--- src/pss_pkg.sv ---
// package: constants and types for parameter set switching and low-speed sleep
package pss_pkg;
    // selector source codes
    localparam logic [4:0] SRC_NONE  = 5'h00;
    localparam logic [4:0] SRC_HIGHF = 5'h01;
    localparam logic [4:0] SRC_SECF  = 5'h02;
    localparam logic [4:0] SRC_DI1   = 5'h03;  // 03..08 local inputs 1..6
    localparam logic [4:0] SRC_DI11  = 5'h09;  // 09..0E extension inputs 11..16
    localparam logic [4:0] SRC_CW0   = 5'h0F;  // 0F..1E control word bits 0..15
    localparam logic [4:0] SRC_CWEND = 5'h1E;
    localparam int         NUM_DI    = 6;
    localparam int         NUM_CW    = 16;
    // set index encoding
    localparam logic [1:0] SET1 = 2'h0;
    localparam logic [1:0] SET2 = 2'h1;
    localparam logic [1:0] SET3 = 2'h2;
    localparam int         MAX_PARAMS = 15;
    // timing: timeout in tenths of a second
    localparam int          TICK_MS      = 100;
    localparam int          CLK_KHZ      = 25000;
    localparam int          TICK_CYCLES  = TICK_MS * CLK_KHZ;
    localparam logic [13:0] TIMEOUT_MAX  = 14'h270F;  // 999.9 s
    localparam logic [13:0] TIMEOUT_RST  = 14'h0000;
    localparam logic [15:0] OFFSET_RST   = 16'h000A;  // 1.0 Hz in 0.1 Hz units
    localparam logic [15:0] OFFSET_MIN   = 16'h000A;
    typedef enum logic [1:0] {PSS_RUN, PSS_SLEEP} pss_state_t;
endpackage

--- src/pss_sel_mux.sv ---
// selector source multiplexer: turns a source code into one logic level
`timescale 1ns/1ns
module pss_sel_mux (
    // source choice
    input  wire logic [4:0]  srcSel,
    // candidate levels
    input  wire logic        highFreqFlag,
    input  wire logic        secondFreqFlag,
    input  wire logic [5:0]  localDi,
    input  wire logic [5:0]  extDi,
    input  wire logic [15:0] ctrlWord,
    // result
    output logic             level
);
    import pss_pkg::*;
    logic [4:0] idx;
    // threshold flags act as plain inputs: reached reads one
    always_comb begin
        idx   = 5'h00;
        level = 1'b0;
        if (srcSel == SRC_HIGHF) begin
            level = highFreqFlag;
        end else if (srcSel == SRC_SECF) begin
            level = secondFreqFlag;
        end else if (srcSel >= SRC_DI1 && srcSel < SRC_DI11) begin
            idx   = srcSel - SRC_DI1;
            level = localDi[idx[2:0]];
        end else if (srcSel >= SRC_DI11 && srcSel < SRC_CW0) begin
            idx   = srcSel - SRC_DI11;
            level = extDi[idx[2:0]];
        end else if (srcSel >= SRC_CW0 && srcSel <= SRC_CWEND) begin
            idx   = srcSel - SRC_CW0;
            level = ctrlWord[idx[3:0]];
        end
    end
endmodule // pss_sel_mux

--- src/pss_top.sv ---
// top: parameter set switching and low-speed sleep control
// How it works
// - one to fifteen parameters, each three values
// - selectors come from inputs or control bits
// - selector two high picks set three once selector one is assigned
// - frequency thresholds read as logic inputs
// - set changes apply while motor runs
// - parameter list shown only with selector one
// - selectors: threshold flags, inputs, control bits
// - sleep logic only in speed control
// - both frequencies low for timeout: stop
// - timeout stop uses active deceleration ramp
// - any frequency rising cancels pending stop
// - restart when reference rises, run present
// - timeout zero to 999.9 s, zero disables
// - offset adjustable only with nonzero timeout
// - offset from 1.0 Hz to max frequency
`timescale 1ns/1ns
module pss_top #(
    parameter int NPARAM      = pss_pkg::MAX_PARAMS,
    parameter int PW          = 16,
    parameter int TICK_CYCLES = pss_pkg::TICK_CYCLES
) (
    // clock and reset
    input  wire logic                   clk_sys,
    input  wire logic                   rst_n,
    input  wire logic                   clkEn,
    // selector configuration and sources
    input  wire logic [4:0]             sel1Src,
    input  wire logic [4:0]             sel2Src,
    input  wire logic                   high_freq_threshold_flag,
    input  wire logic                   second_freq_threshold_flag,
    input  wire logic [5:0]             localDi,
    input  wire logic [5:0]             extDi,
    input  wire logic [15:0]            ctrlWord,
    // stored value sets, parameter i at [i*PW +: PW]
    input  wire logic [NPARAM-1:0]      paramEnable,
    input  wire logic [NPARAM*PW-1:0]   set1Values,
    input  wire logic [NPARAM*PW-1:0]   set2Values,
    input  wire logic [NPARAM*PW-1:0]   set3Values,
    // sleep settings, frequencies in 0.1 Hz
    input  wire logic                   speedCtrlMode,
    input  wire logic                   runCmd,
    input  wire logic [13:0]            timeoutSetting,
    input  wire logic                   timeoutWrite,
    input  wire logic [15:0]            offsetSetting,
    input  wire logic                   offsetWrite,
    input  wire logic [15:0]            maxFreq,
    input  wire logic [15:0]            low_speed_limit,
    input  wire logic [15:0]            preRampRefFreq,
    input  wire logic [15:0]            outputFreq,
    // outputs
    output logic [1:0]                  activeSet,
    output logic [NPARAM*PW-1:0]        activeValues,
    output logic                        paramListVisible,
    output logic                        offsetEditable,
    output logic [13:0]                 lowSpeedTimeout,
    output logic [15:0]                 sleep_offset_freq,
    output logic                        sleepStop,
    output logic                        runOut
);
    import pss_pkg::*;

    // ----------------------------------------
    // selector decode
    // ----------------------------------------
    logic sel1Level;
    logic sel2Level;
    logic [1:0] setD;

    pss_sel_mux uSel1 (
        .srcSel         (sel1Src),
        .highFreqFlag   (high_freq_threshold_flag),
        .secondFreqFlag (second_freq_threshold_flag),
        .localDi        (localDi),
        .extDi          (extDi),
        .ctrlWord       (ctrlWord),
        .level          (sel1Level)
    );
    pss_sel_mux uSel2 (
        .srcSel         (sel2Src),
        .highFreqFlag   (high_freq_threshold_flag),
        .secondFreqFlag (second_freq_threshold_flag),
        .localDi        (localDi),
        .extDi          (extDi),
        .ctrlWord       (ctrlWord),
        .level          (sel2Level)
    );

    // second selector only counts once the first is assigned
    always_comb begin
        if (sel1Src == SRC_NONE) begin
            setD = SET1;
        end else if (sel2Level) begin
            setD = SET3;
        end else if (sel1Level) begin
            setD = SET2;
        end else begin
            setD = SET1;
        end
    end

    // set register, no run interlock on purpose
    always_ff @(posedge clk_sys or negedge rst_n) begin
        if (!rst_n) begin
            activeSet        <= SET1;
            paramListVisible <= 1'b0;
        end else if (clkEn) begin
            activeSet        <= setD;
            paramListVisible <= (sel1Src != SRC_NONE);
        end
    end

    // ----------------------------------------
    // per-parameter value routing
    // ----------------------------------------
    genvar gi;
    generate
        for (gi = 0; gi < NPARAM; gi++) begin : gParam
            always_ff @(posedge clk_sys or negedge rst_n) begin
                if (!rst_n) begin
                    activeValues[gi*PW +: PW] <= '0;
                end else if (clkEn) begin
                    // unselected parameters keep set 1 value
                    if (!paramEnable[gi] || setD == SET1) begin
                        activeValues[gi*PW +: PW] <= set1Values[gi*PW +: PW];
                    end else if (setD == SET2) begin
                        activeValues[gi*PW +: PW] <= set2Values[gi*PW +: PW];
                    end else begin
                        activeValues[gi*PW +: PW] <= set3Values[gi*PW +: PW];
                    end
                end
            end
        end
    endgenerate

    // ----------------------------------------
    // sleep settings
    // ----------------------------------------
    // writes clamp into range rather than being refused
    always_ff @(posedge clk_sys or negedge rst_n) begin
        if (!rst_n) begin
            lowSpeedTimeout <= TIMEOUT_RST;
        end else if (clkEn && timeoutWrite) begin
            lowSpeedTimeout <= (timeoutSetting > TIMEOUT_MAX) ? TIMEOUT_MAX
                                                              : timeoutSetting;
        end
    end

    always_ff @(posedge clk_sys or negedge rst_n) begin
        if (!rst_n) begin
            sleep_offset_freq <= OFFSET_RST;
            offsetEditable    <= 1'b0;
        end else if (clkEn) begin
            offsetEditable <= (lowSpeedTimeout != TIMEOUT_RST);
            if (offsetWrite && lowSpeedTimeout != TIMEOUT_RST) begin
                if (offsetSetting < OFFSET_MIN) begin
                    sleep_offset_freq <= OFFSET_MIN;
                end else if (offsetSetting > maxFreq) begin
                    sleep_offset_freq <= maxFreq;
                end else begin
                    sleep_offset_freq <= offsetSetting;
                end
            end
        end
    end

    // ----------------------------------------
    // low-speed timer and sleep state
    // ----------------------------------------
    logic [16:0] thresh;
    logic        refLow;
    logic        outLow;
    logic        active;
    logic [31:0] tickCnt_q;
    logic [13:0] tenths_q;
    pss_state_t  state_q;

    assign thresh = {1'b0, low_speed_limit} + {1'b0, sleep_offset_freq};
    assign refLow = {1'b0, preRampRefFreq} < thresh;
    assign outLow = {1'b0, outputFreq} < thresh;
    assign active = speedCtrlMode && (lowSpeedTimeout != TIMEOUT_RST);

    // counts only while both are low; any rise clears it
    always_ff @(posedge clk_sys or negedge rst_n) begin
        if (!rst_n) begin
            tickCnt_q <= '0;
            tenths_q  <= '0;
        end else if (clkEn) begin
            if (!active || state_q != PSS_RUN || !refLow || !outLow || !runCmd) begin
                tickCnt_q <= '0;
                tenths_q  <= '0;
            end else if (tickCnt_q == 32'(TICK_CYCLES - 1)) begin
                tickCnt_q <= '0;
                if (tenths_q != TIMEOUT_MAX) begin
                    tenths_q <= tenths_q + 14'h0001;
                end
            end else begin
                tickCnt_q <= tickCnt_q + 32'h00000001;
            end
        end
    end

    // sleepStop asks the ramp generator to stop on its current decel ramp
    always_ff @(posedge clk_sys or negedge rst_n) begin
        if (!rst_n) begin
            state_q   <= PSS_RUN;
            sleepStop <= 1'b0;
            runOut    <= 1'b0;
        end else if (clkEn) begin
            unique case (state_q)
                PSS_RUN: begin
                    if (active && refLow && outLow && runCmd
                        && tenths_q >= lowSpeedTimeout) begin
                        state_q <= PSS_SLEEP;
                    end
                end
                PSS_SLEEP: begin
                    if (!active || !runCmd || !refLow) begin
                        state_q <= PSS_RUN;
                    end
                end
                default: state_q <= PSS_RUN;
            endcase
            sleepStop <= (state_q == PSS_SLEEP);
            runOut    <= runCmd && (state_q != PSS_SLEEP);
        end
    end
endmodule // pss_top

--- config.mk ---
export PLATFORM = sky130hd
export DESIGN_NAME = pss_top
export DESIGN_NICKNAME = d
export VERILOG_FILES = /design/src/pss_pkg.sv /design/src/pss_sel_mux.sv /design/src/pss_top.sv
export SDC_FILE = /design/constraint.sdc
export NUM_CORES = 1
export LEC_CHECK = 0
export BUFFER_PORTS_ARGS = -buffer_cell sky130_fd_sc_hd__buf_2
export CAP_MARGIN = 20
export CORE_AREA = 10 10 444 446
export DETAILED_ROUTE_END_ITERATION = 6
export DIE_AREA = 0 0 454 456
export GPL_ROUTABILITY_DRIVEN = 0
export SKIP_LAST_GASP = 1
export SYNTH_ARGS = -nofsm -noshare
export SYNTH_HDL_FRONTEND = slang
export SYNTH_HIERARCHICAL = 1
export SYNTH_SLANG_ARGS = --single-unit
--- constraint.sdc ---
create_clock -name clk_sys -period 4.9 [get_ports clk_sys]
set_input_delay 0.49 -clock clk_sys [delete_from_list [all_inputs] [get_ports clk_sys]]
set_output_delay 0.49 -clock clk_sys [all_outputs]
set_load 0.005 [all_outputs]
Word-level counts from Yosys, hierarchy flattened
Cells that the tools add are included.
{"block": "word_totals", "register_bits": 324, "elab_cells": 200, "output_inout_bits": 276, "inputBits": 876}
{"block": "op_classes", "order_cmp": 24, "n_addsub": 9, "n_reduce_logical": 65, "n_mux": 66, "eq_ne": 11}
{"op": "16-bit two-way mux", "count": 32}
{"op": "32-bit two-way mux", "count": 2}
{"op": "14-bit two-way mux", "count": 4}
{"op": "16-bit by 17-bit less-than comparator with 1-bit output", "count": 2}
{"op": "32-bit by 1-bit adder with 32-bit output, second input constant", "count": 1}
{"op": "32-bit by 22-bit equality test with 1-bit output, second input constant", "count": 1}
{"op": "1-bit logical OR", "count": 21}
{"op": "5-bit by 4-bit greater-or-equal comparator with 1-bit output, second input constant", "count": 4}
{"op": "5-bit by 4-bit less-than comparator with 1-bit output, second input constant", "count": 4}
{"op": "1-bit logical NOT", "count": 19}
{"op": "16-bit by 16-bit adder with 17-bit output", "count": 1}
{"op": "1-bit two-way mux", "count": 17}
{"op": "16-bit greater-than comparator", "count": 1}
{"op": "16-bit by 4-bit less-than comparator with 1-bit output, second input constant", "count": 1}
{"op": "3-bit by 4-bit less-than comparator with 1-bit output, second input constant", "count": 4}
{"op": "14-bit by 1-bit adder with 14-bit output, second input constant", "count": 1}
{"op": "14-bit greater-or-equal comparator", "count": 1}
{"op": "14-bit greater-than comparator, second input constant", "count": 1}
{"op": "1-bit logical AND", "count": 14}
{"op": "14-bit != test, second input constant", "count": 1}
{"op": "14-bit nonzero test", "count": 1}
{"op": "1-bit binary-select mux with 3-bit select", "count": 4}
{"op": "5-bit by 1-bit equality test with 1-bit output, second input constant", "count": 2}
{"op": "5-bit by 2-bit equality test with 1-bit output, second input constant", "count": 2}
{"op": "other kinds (18)", "count": 34}

Longest topological paths before layout
Gate-level depths: netlist of the first run.
{"block": "depth", "word_depth": 14, "mapped_depth": 20, "ltp_nobuf": 17}

By module
Netlist of the first run, hierarchy kept.
{"module": "pss_top", "instances": 1, "area_per_inst_um2": 19902.8, "seq_area_each_um2": 8085.3, "cells_each": 2023}
{"module": "pss_sel_mux", "instances": 2, "area_per_inst_um2": 484.2, "seq_area_each_um2": 0.0, "cells_each": 51}

Worst setup path after synthesis of the first run
Ideal clock, no wire load.
{"block": "synth_path", "path_kind": "input to register", "start": "input port low_speed_limit[0]", "end": "register tenths_q[5]", "setup_ns": 0.090, "path_slack_ns": 0.664, "path_buffers": 1, "arrival_ns": 4.146, "required_ns": 4.810, "path_stages": 18, "path_cell_list": "ha_1 > fa_1 > a21o_1 > a221oi_2 > o21ai_0 > a21oi_1 > xor2_1 > ha_1 > a21o_1 > a211o_1 > a41oi_1 > o21ai_0 > o31ai_1 > nand3_1 > nand4b_1 > clkbuf_1 > nand2_1 > o221ai_1"}
{"block": "synth_via", "elab_chain_len": 8, "word_cells_on_any_way": 12, "classes_between": "add/sub (1); order compare (2); mux (1); reduce/logical (8)"}
{"element": "from (decl)", "line": "pss_top.sv:49", "text": "input wire logic [15:0] low_speed_limit,"}
{"element": "16-bit by 16-bit adder with 17-bit output (*)", "line": "pss_top.sv:179", "text": "assign thresh = {1'b0, low_speed_limit} + {1'b0, sleep_offset_freq};"}
{"element": "16-bit by 17-bit less-than comparator with 1-bit output", "line": "pss_top.sv:180", "text": "assign refLow = {1'b0, preRampRefFreq} < thresh;"}
{"element": "1-bit logical NOT", "line": "pss_top.sv:190", "text": "if (!active || state_q != PSS_RUN || !refLow || !outLow || !runCmd) begin"}
{"element": "1-bit logical OR", "line": "pss_top.sv:190"}
{"element": "1-bit logical OR (*) (2 in a row)", "line": "pss_top.sv:190"}
{"element": "2-bit nonzero test (no source line)"}
{"element": "3-bit AND reduction (no source line)"}
{"element": "to (signal assigned)", "line": "pss_top.sv:196", "text": "tenths_q <= tenths_q + 14'h0001;"}
{"element": "to (decl)", "line": "pss_top.sv:176", "text": "logic [13:0] tenths_q;"}
Mark *: on every way between the ends. The rest lies on a longest branch, timed or not.
A chain may end at the register's enable or synchronous reset.

Final worst setup path of the first run
{"block": "layout_path", "start": "register sleep_offset_freq[1]", "end": "register tenths_q[5]"}
{"block": "layout_via", "elab_chain_len": 8, "word_cells_on_any_way": 12, "classes_between": "add/sub (1); order compare (2); mux (1); reduce/logical (8)"}
{"element": "from (decl)", "line": "pss_top.sv:58", "text": "output logic [15:0] sleep_offset_freq,"}
{"element": "from (signal assigned)", "line": "pss_top.sv:160", "text": "sleep_offset_freq <= maxFreq;"}
{"element": "from (signal assigned)", "line": "pss_top.sv:162", "text": "sleep_offset_freq <= offsetSetting;"}
{"element": "16-bit by 16-bit adder with 17-bit output (*)", "line": "pss_top.sv:179"}
{"element": "16-bit by 17-bit less-than comparator with 1-bit output", "line": "pss_top.sv:180"}
{"element": "1-bit logical NOT", "line": "pss_top.sv:190"}
{"element": "1-bit logical OR", "line": "pss_top.sv:190"}
{"element": "1-bit logical OR (*) (2 in a row)", "line": "pss_top.sv:190"}
{"element": "2-bit nonzero test (no source line)"}
{"element": "3-bit AND reduction (no source line)"}
Marks and branches as above.

==> results of run 1 <==
state kept, by name, indices dropped and copies added (netlist names):
name,cells
lowSpeedTimeout,14
runOut,1
activeValues,240
activeSet,2
tickCnt_q,32
tenths_q,14
sleepStop,1
offsetEditable,1
sleep_offset_freq,16
paramListVisible,1
state_q,1
worst max-delay path by stage:
stage | cells after the start | to
6_report | 18 | tenths_q[5]
5_1_grt | 18 | tickCnt_q[2]
4_1_cts | 16 | tenths_q[9]
3_5_place_dp | 14 | activeValues[235]
3_3_place_gp | 14 | activeValues[235]
2_1_floorplan | 18 | tenths_q[5]
cell families (layout without fill, tap and decap cells):
kind of cell | after synthesis | count (layout) | synth area share [%]
AO/OA/AOI/OAI | 433 | 435 | 12.0
XOR/XNOR | 43 | 43 | 1.80
adder cells (fa/ha/maj) | 85 | 85 | 5.11
buffers and inverters | 190 | 1405 | 3.62
flip-flops | 323 | 323 | 38.7
multiplexers | 519 | 519 | 27.2
other | 0 | 89 | 0
AND/OR/NAND/NOR | 532 | 532 | 11.5
layout make-up:
class | instances | area [um2] | share of cell area, %
Timing Repair Buffer | 1265 | 6780 | 21.1
Antenna cell | 89 | 223 | 0.693
Sequential cell | 323 | 8090 | 25.2
Multi-Input combinational cell | 1614 | 12100 | 37.7
Clock inverter | 27 | 399 | 1.24
Inverter | 61 | 229 | 0.713
Tap cell | 2495 | 3120 | 9.72
Clock buffer | 52 | 1160 | 3.61
cell usage after synthesis, drive strengths merged (3+ instances only):
master / count
o2111ai: 3
nand2b: 12
nor4: 15
mux2: 246
a211oi: 6
clkbuf: 77
nor3: 10
buf: 52
nor2b: 6
a21oi: 42
a41oi: 3
a31oi: 12
a21o: 15
xnor2: 18
nand3: 36
dfrtp: 321
nor2: 67
nand4: 19
mux2i: 259
xor2: 25
mux4: 14
a221oi: 3
a2111oi: 3
and3: 22
ha: 82
o21bai: 3
inv: 61
o22ai: 6
nand3b: 7
nand4b: 4
o21a: 3
o221ai: 3
nand2: 312
or4: 5
a211o: 6
or2: 3
or3: 6
o21ai: 295
o31ai: 4
and2: 3
o211ai: 5
metal layers:
| layer | vias to the layer above | global-route usage (%) | share of wire [%] | wire, um |
|---|---|---|---|---|
| li1 | 10100 | - | - | - |
| met1 | 11200 | 17.3 | 35 | 61800 |
| met2 | 1489 | 26.2 | 46 | 82200 |
| met3 | 494 | 8.69 | 13 | 23800 |
| met4 | 132 | 6.31 | 4.8 | 8500 |
| met5 | - | 0 | 0.48 | 849 |
what timing repair did:
item / in CTS / in global routing
gates resized for setup: 0 / 8
endpoints found under the setup margin: 0 / 44
hold buffers: 2 / 0
buffers inserted: 0 / 5
hold endpoints to repair: 56 / 0
critical path: cells and delay by family (launching register included):
kind / cells / cell delay [ps]
simple gates: 5 / 700
flops: 1 / 570
xor+xnor: 1 / 210
compound gates: 9 / 2220
fa+ha+maj: 2 / 540
buf+inv: 1 / 210
power breakdown:
| part | internal, mW | switching, mW |
|---|---|---|
| Combinational | 1.88 | 2.56 |
| Sequential | 3.16 | 0.298 |
| Clock | 2.09 | 1.53 |
| Total | 7.14 | 4.39 |
per-stage QoR:
stage                     setup TNS [ps]  worst slack (ps)  hold WS (ps)  power [mW]  util [%]
after floorplan                        0               664           194        5.41         -
after global placement                 0              2.98           470        7.78      16.1
after detailed placement           -93.6             -93.6           468        7.88      16.1
after CTS                              0              60.6          11.1        11.6      16.9
after global routing               -61.3             -34.6          68.1        12.1      17.1
final                                  0               282          92.6        11.5      17.1
==> impl_metrics.yaml, run 1 <==
layout:
  syn_to_final_growth_pct: 53.9
  fin_cells: 5926
  nets: 4267
  fin_area_um2: 32100
  fillers: 21100
  final_common_cell: "buf_2"
  drive_gt1_share_pct: 48.6
  final_cell_mix: "buf_2 (1,149), dfrtp_1 (321), nand2_1 (310)"
floorplan:
  coreArea_um2: 188000
  ios: 1152
  dieArea_um2: 207000
  die_h_um: 456
  rows: 159
  start_util_pct: 11.1
  die_w_um: 454
global_routing:
  grt_max_degree: 94
  grt_overflow: 0
  track_usage_pct: 16.1
  grt_pass1_vias: 22200
  antenna_found_initial: 213
  grt_pass1_wl_mm: 222
critical_path:
  cp_slowest_cell: "dfstp_2"
  cp-start-kind: "flip-flop"
  timing_worst_setup_path_type: "flip-flop to flip-flop"
  crit_top_cell: "ha_1"
  rr_endpoint: "tenths_q[5]"
  reg2reg_from: "sleep_offset_freq[1]"
  worstSetupStartpoint: "sleep_offset_freq[1]"
  r2r_setup_slack_ps: 280
  arrival_ps: 5150
  path_cells: "ha_1 -> a211o_1 -> a2111o_1 -> a21boi_2 -> nor2_1 -> o21a_1 -> o21ai_0 -> nand2b_1 -> a21oi_2 -> xor2_1 -> ha_1 -> a21oi_1 -> nand3b_1 -> a2111oi_2 -> or3_4 -> buf_4 -> nand2_1 -> o221ai_1"
  cp_data_required_time_ps: 5430
  rr_worst_depth: 18
  worstSetupEndpointType: "flip-flop"
  cpPeakStageDelay_ps: 570
  path_max_fanout: 15
clocking:
  cts_tree: "built"
  path_clk_slew_ps: 60
  cts_buffers: 43
  ctsRootBufferMaster: "clkbuf_16"
  cts_buffer_depth: 3
  htree_levels: 2
  clock_latency_ps: 680
  clock_sinks: 323
drt:
  route.detailed.drc: 0
  vias_per_cell: 3.96
  num_vias: 23500
  drtIter0Drc: 2451
  first_pass_iters: 6
  wl_per_cell_um: 29.9
  wl_mm: 177
  postRouteAntennaNets: 0
sta:
  fmax_mhz: 217
  report.final.slew_viol_count: 0
  finClkSkew_ps: 57.5
  maxSlewHeadroom_pct: 21.7
  post-route-min-period_ps: 4620
  hold_violations: 0
  setup_viol: 0
  fin_crit_sh_pct: 94.2
  tightest_slew_ps: 1170
power:
  p_per_area_nw_per_um2: 359
  ir_worst_vdd_mv: 0.255
  power.leakage_nw: 15.1
logic_synthesis:
  synth_fp_nets: 3084
  yosys.area.top_type_share_pct: 38.5
  ys_warn_count: 6
  synth_edf_count: 0
  seq_area_frac_synth_pct: 38.7
  ys_ff_latch: 323
  yosysTopAreaCell: "dfrtp_1"
  synth_cell_types: 79
  ys.flop_type: "dfrtp_1"
  synthTopCellsByArea: "dfrtp_1 (38%), mux2_2 (13%), mux2i_1 (12%)"
  synthCells: 2125
  syn_avg_cell_area_um2: 9.82
  async_flop_share_pct: 100
  netlist_area_um2: 20900
min_path:
  min_from: "timeoutSetting[7]"
  hold_end: "lowSpeedTimeout[7]"
  hold_depth: 3
  hold_class: "input port to flip-flop"
place:
  place_area_um2: 30200
  placement.io_buffers: 1151
  placed_cells: 5749
  dp_hpwl_mm: 157
run_status:
  status: "finished clean"
flow_run:
  cap_violations: 0
Power figures use the tool's default switching activity.
==> run 2: changes to the inputs <==
--- a/config.mk
+++ b/config.mk
@@ -7,10 +7,13 @@
 export LEC_CHECK = 0
 export BUFFER_PORTS_ARGS = -buffer_cell sky130_fd_sc_hd__buf_2
 export CAP_MARGIN = 20
-export CORE_AREA = 10 10 444 446
+export CELL_PAD_IN_SITES_DETAIL_PLACEMENT = 0
+export CELL_PAD_IN_SITES_GLOBAL_PLACEMENT = 1
+export CORE_AREA = 10 10 440 442
 export DETAILED_ROUTE_END_ITERATION = 6
-export DIE_AREA = 0 0 454 456
+export DIE_AREA = 0 0 450 452
 export GPL_ROUTABILITY_DRIVEN = 0
+export PLACE_DENSITY_LB_ADDON = 0.15
 export SKIP_LAST_GASP = 1
 export SYNTH_ARGS = -nofsm -noshare
 export SYNTH_HDL_FRONTEND = slang
==> run 2 against run 1 <==
Critical path depth stayed put. Non-clock buffer count is 4 higher. Clock skew is 29 ps lower. Die area is 1.8% lower. Global-route usage is 1.8 points lower. Final area grew 0.25%. Setup slack gained 3.5 ps. Worst hold slack better by 2.4 ps. Sequential power about the same. Critical path type unchanged.
==> impl_metrics.yaml, run 2 (same netlist as run 1, synthesis figures left out) <==
layout:
  largestRegisters: "activeValues (240), tickCnt_q (32), sleep_offset_freq (16)"
  fin_cells: 5881
  drive_gt1_share_pct: 48.6
  nets: 4279
  top_register: "activeValues"
  final_cell_mix: "buf_2 (1,149), dfrtp_1 (321), nand2_1 (310)"
  largest_reg_flops: 240
  final_common_cell: "buf_2"
  syn_to_final_growth_pct: 54.3
  fillers: 21100
min_path:
  min_from: "timeoutSetting[0]"
  hold_end: "lowSpeedTimeout[0]"
  hold_class: "input port to flip-flop"
  hold_depth: 2
floorplan:
  start_util_pct: 11.3
  dieArea_um2: 203000
  coreArea_um2: 185000
  rows: 158
  die_w_um: 450
  ios: 1152
  die_h_um: 452
sta:
  setup_ws_ps: 285
  maxSlewHeadroom_pct: 32.9
  hold_violations: 0
  rsz0062_at_grt: "true"
  finClkSkew_ps: 28.2
  tightest_slew_ps: 1010
  fin_crit_sh_pct: 94.2
  setup_viol: 0
  fmax_mhz: 217
  whs_ps: 95.0
  post-route-min-period_ps: 4610
  report.final.slew_viol_count: 0
drt:
  first_pass_iters: 5
  wl_per_cell_um: 26.1
  wl_mm: 154
  postRouteAntennaNets: 0
  drtIter0Drc: 1135
  num_vias: 21500
  vias_per_cell: 3.65
  route.detailed.drc: 0
critical_path:
  rr_endpoint: "tickCnt_q[2]"
  cp-start-kind: "flip-flop"
  path_max_fanout: 9
  worstSetupStartpoint: "sleep_offset_freq[1]"
  worstSetupEndpointType: "flip-flop"
  rr_worst_depth: 18
  timing_worst_setup_path_type: "flip-flop to flip-flop"
  arrival_ps: 5170
  r2r_setup_slack_ps: 290
  cp_data_required_time_ps: 5450
  reg2reg_from: "sleep_offset_freq[1]"
clocking:
  htree_levels: 2
  ctsRootBufferMaster: "clkbuf_16"
  clock_sinks: 323
  clock_latency_ps: 650
  cts_buffer_depth: 3
  path_clk_slew_ps: 60
  cts_buffers: 51
  cts_tree: "built"
power:
  power.leakage_nw: 15.1
  ir_worst_vdd_mv: 0.231
  p_per_area_nw_per_um2: 358
  p_total_mw: 11.5
global_routing:
  track_usage_pct: 14.3
  grt_pass1_wl_mm: 202
  grt_overflow: 0
  grt_pass1_vias: 22500
  grt_max_degree: 121
  antenna_found_initial: 178
flow_run:
  cap_violations: 0
run_status:
  status: "finished clean"
place:
  dp_hpwl_mm: 131
  placement.io_buffers: 1151
  placed_cells: 5741
  dp_slack_ps: -111
## run 2: cell types whose count changed in the layout (fill, tap and decap cells not counted), sizes merged
cell	before	now
clkinv	13	4
clkinvlp	2	5
dlygate4sd3	2	1
buf	1263	1268
inv	66	62
diode	89	48
clkbuf	52	74
bufinv	7	2
## run 2: power by group
group          switching [mW]  leakage [nW]  internal (mW)
clock network            1.54         0.771           2.16
logic                    2.43          10.4           1.93
registers               0.285          3.95           3.17
total                    4.26          15.1           7.26
## run 2: repair_timing
action,in CTS,in global routing
endpoints found under the setup margin,6,46
pin swaps,1,7
hold buffers,1,0
cloned,0,2
buffers inserted,0,3
resized for setup,0,12
endpoints found under the hold margin,32,0
## run 2: per-stage QoR
stage          TNS [ps]  area (um2)  util, %
2_1_floorplan         0       20900        -
3_3_place_gp      -1890       30400     16.4
5_1_grt            -221       32100     17.4
3_5_place_dp       -604       30400     16.4
6_report              0       32200     17.4
4_1_cts           -91.5       32000     17.3
## run 2: final cells by class
| class | instances | area (um2) | share of cell area [%] |
|---|---|---|---|
| Antenna cell | 48 | 120 | 0.373 |
| Clock buffer | 74 | 1470 | 4.57 |
| Clock inverter | 12 | 126 | 0.392 |
| Inverter | 61 | 229 | 0.711 |
| Multi-Input combinational cell | 1614 | 12100 | 37.6 |
| Sequential cell | 323 | 8090 | 25.1 |
| Tap cell | 2480 | 3100 | 9.64 |
| Timing Repair Buffer | 1269 | 6940 | 21.6 |
## run 2: worst max-delay path: stages (launching register included)
cell and delay, ps:
dfstp_2 580, ha_1 250, a211o_1 310, a2111o_1 450
a21boi_1 180, nor2_1 70, o21a_1 190, o21ai_0 150
nand2b_1 70, a21oi_1 180, xor2_1 280, ha_1 300
a21oi_1 180, nand3b_1 160, a2111oi_2 360, or3_4 200
buf_4 180, nand4_1 210, o22ai_1 220
## run 2: routing by layer
layer	up-vias	GRT usage [%]	wire [um]
li1	10100	-	-
met1	10200	16.2	59300
met2	830	25.5	78600
met3	333	4.20	10600
met4	64	4.44	4860
met5	-	0	348
## run 2: worst max-delay path by stage
stage          slack [ps]            to
2_1_floorplan         660   tenths_q[5]
3_3_place_gp         -150   tenths_q[8]
3_5_place_dp         -110  tenths_q[11]
4_1_cts               -30   tenths_q[9]
5_1_grt               -80  tickCnt_q[2]
6_report              290  tickCnt_q[2]
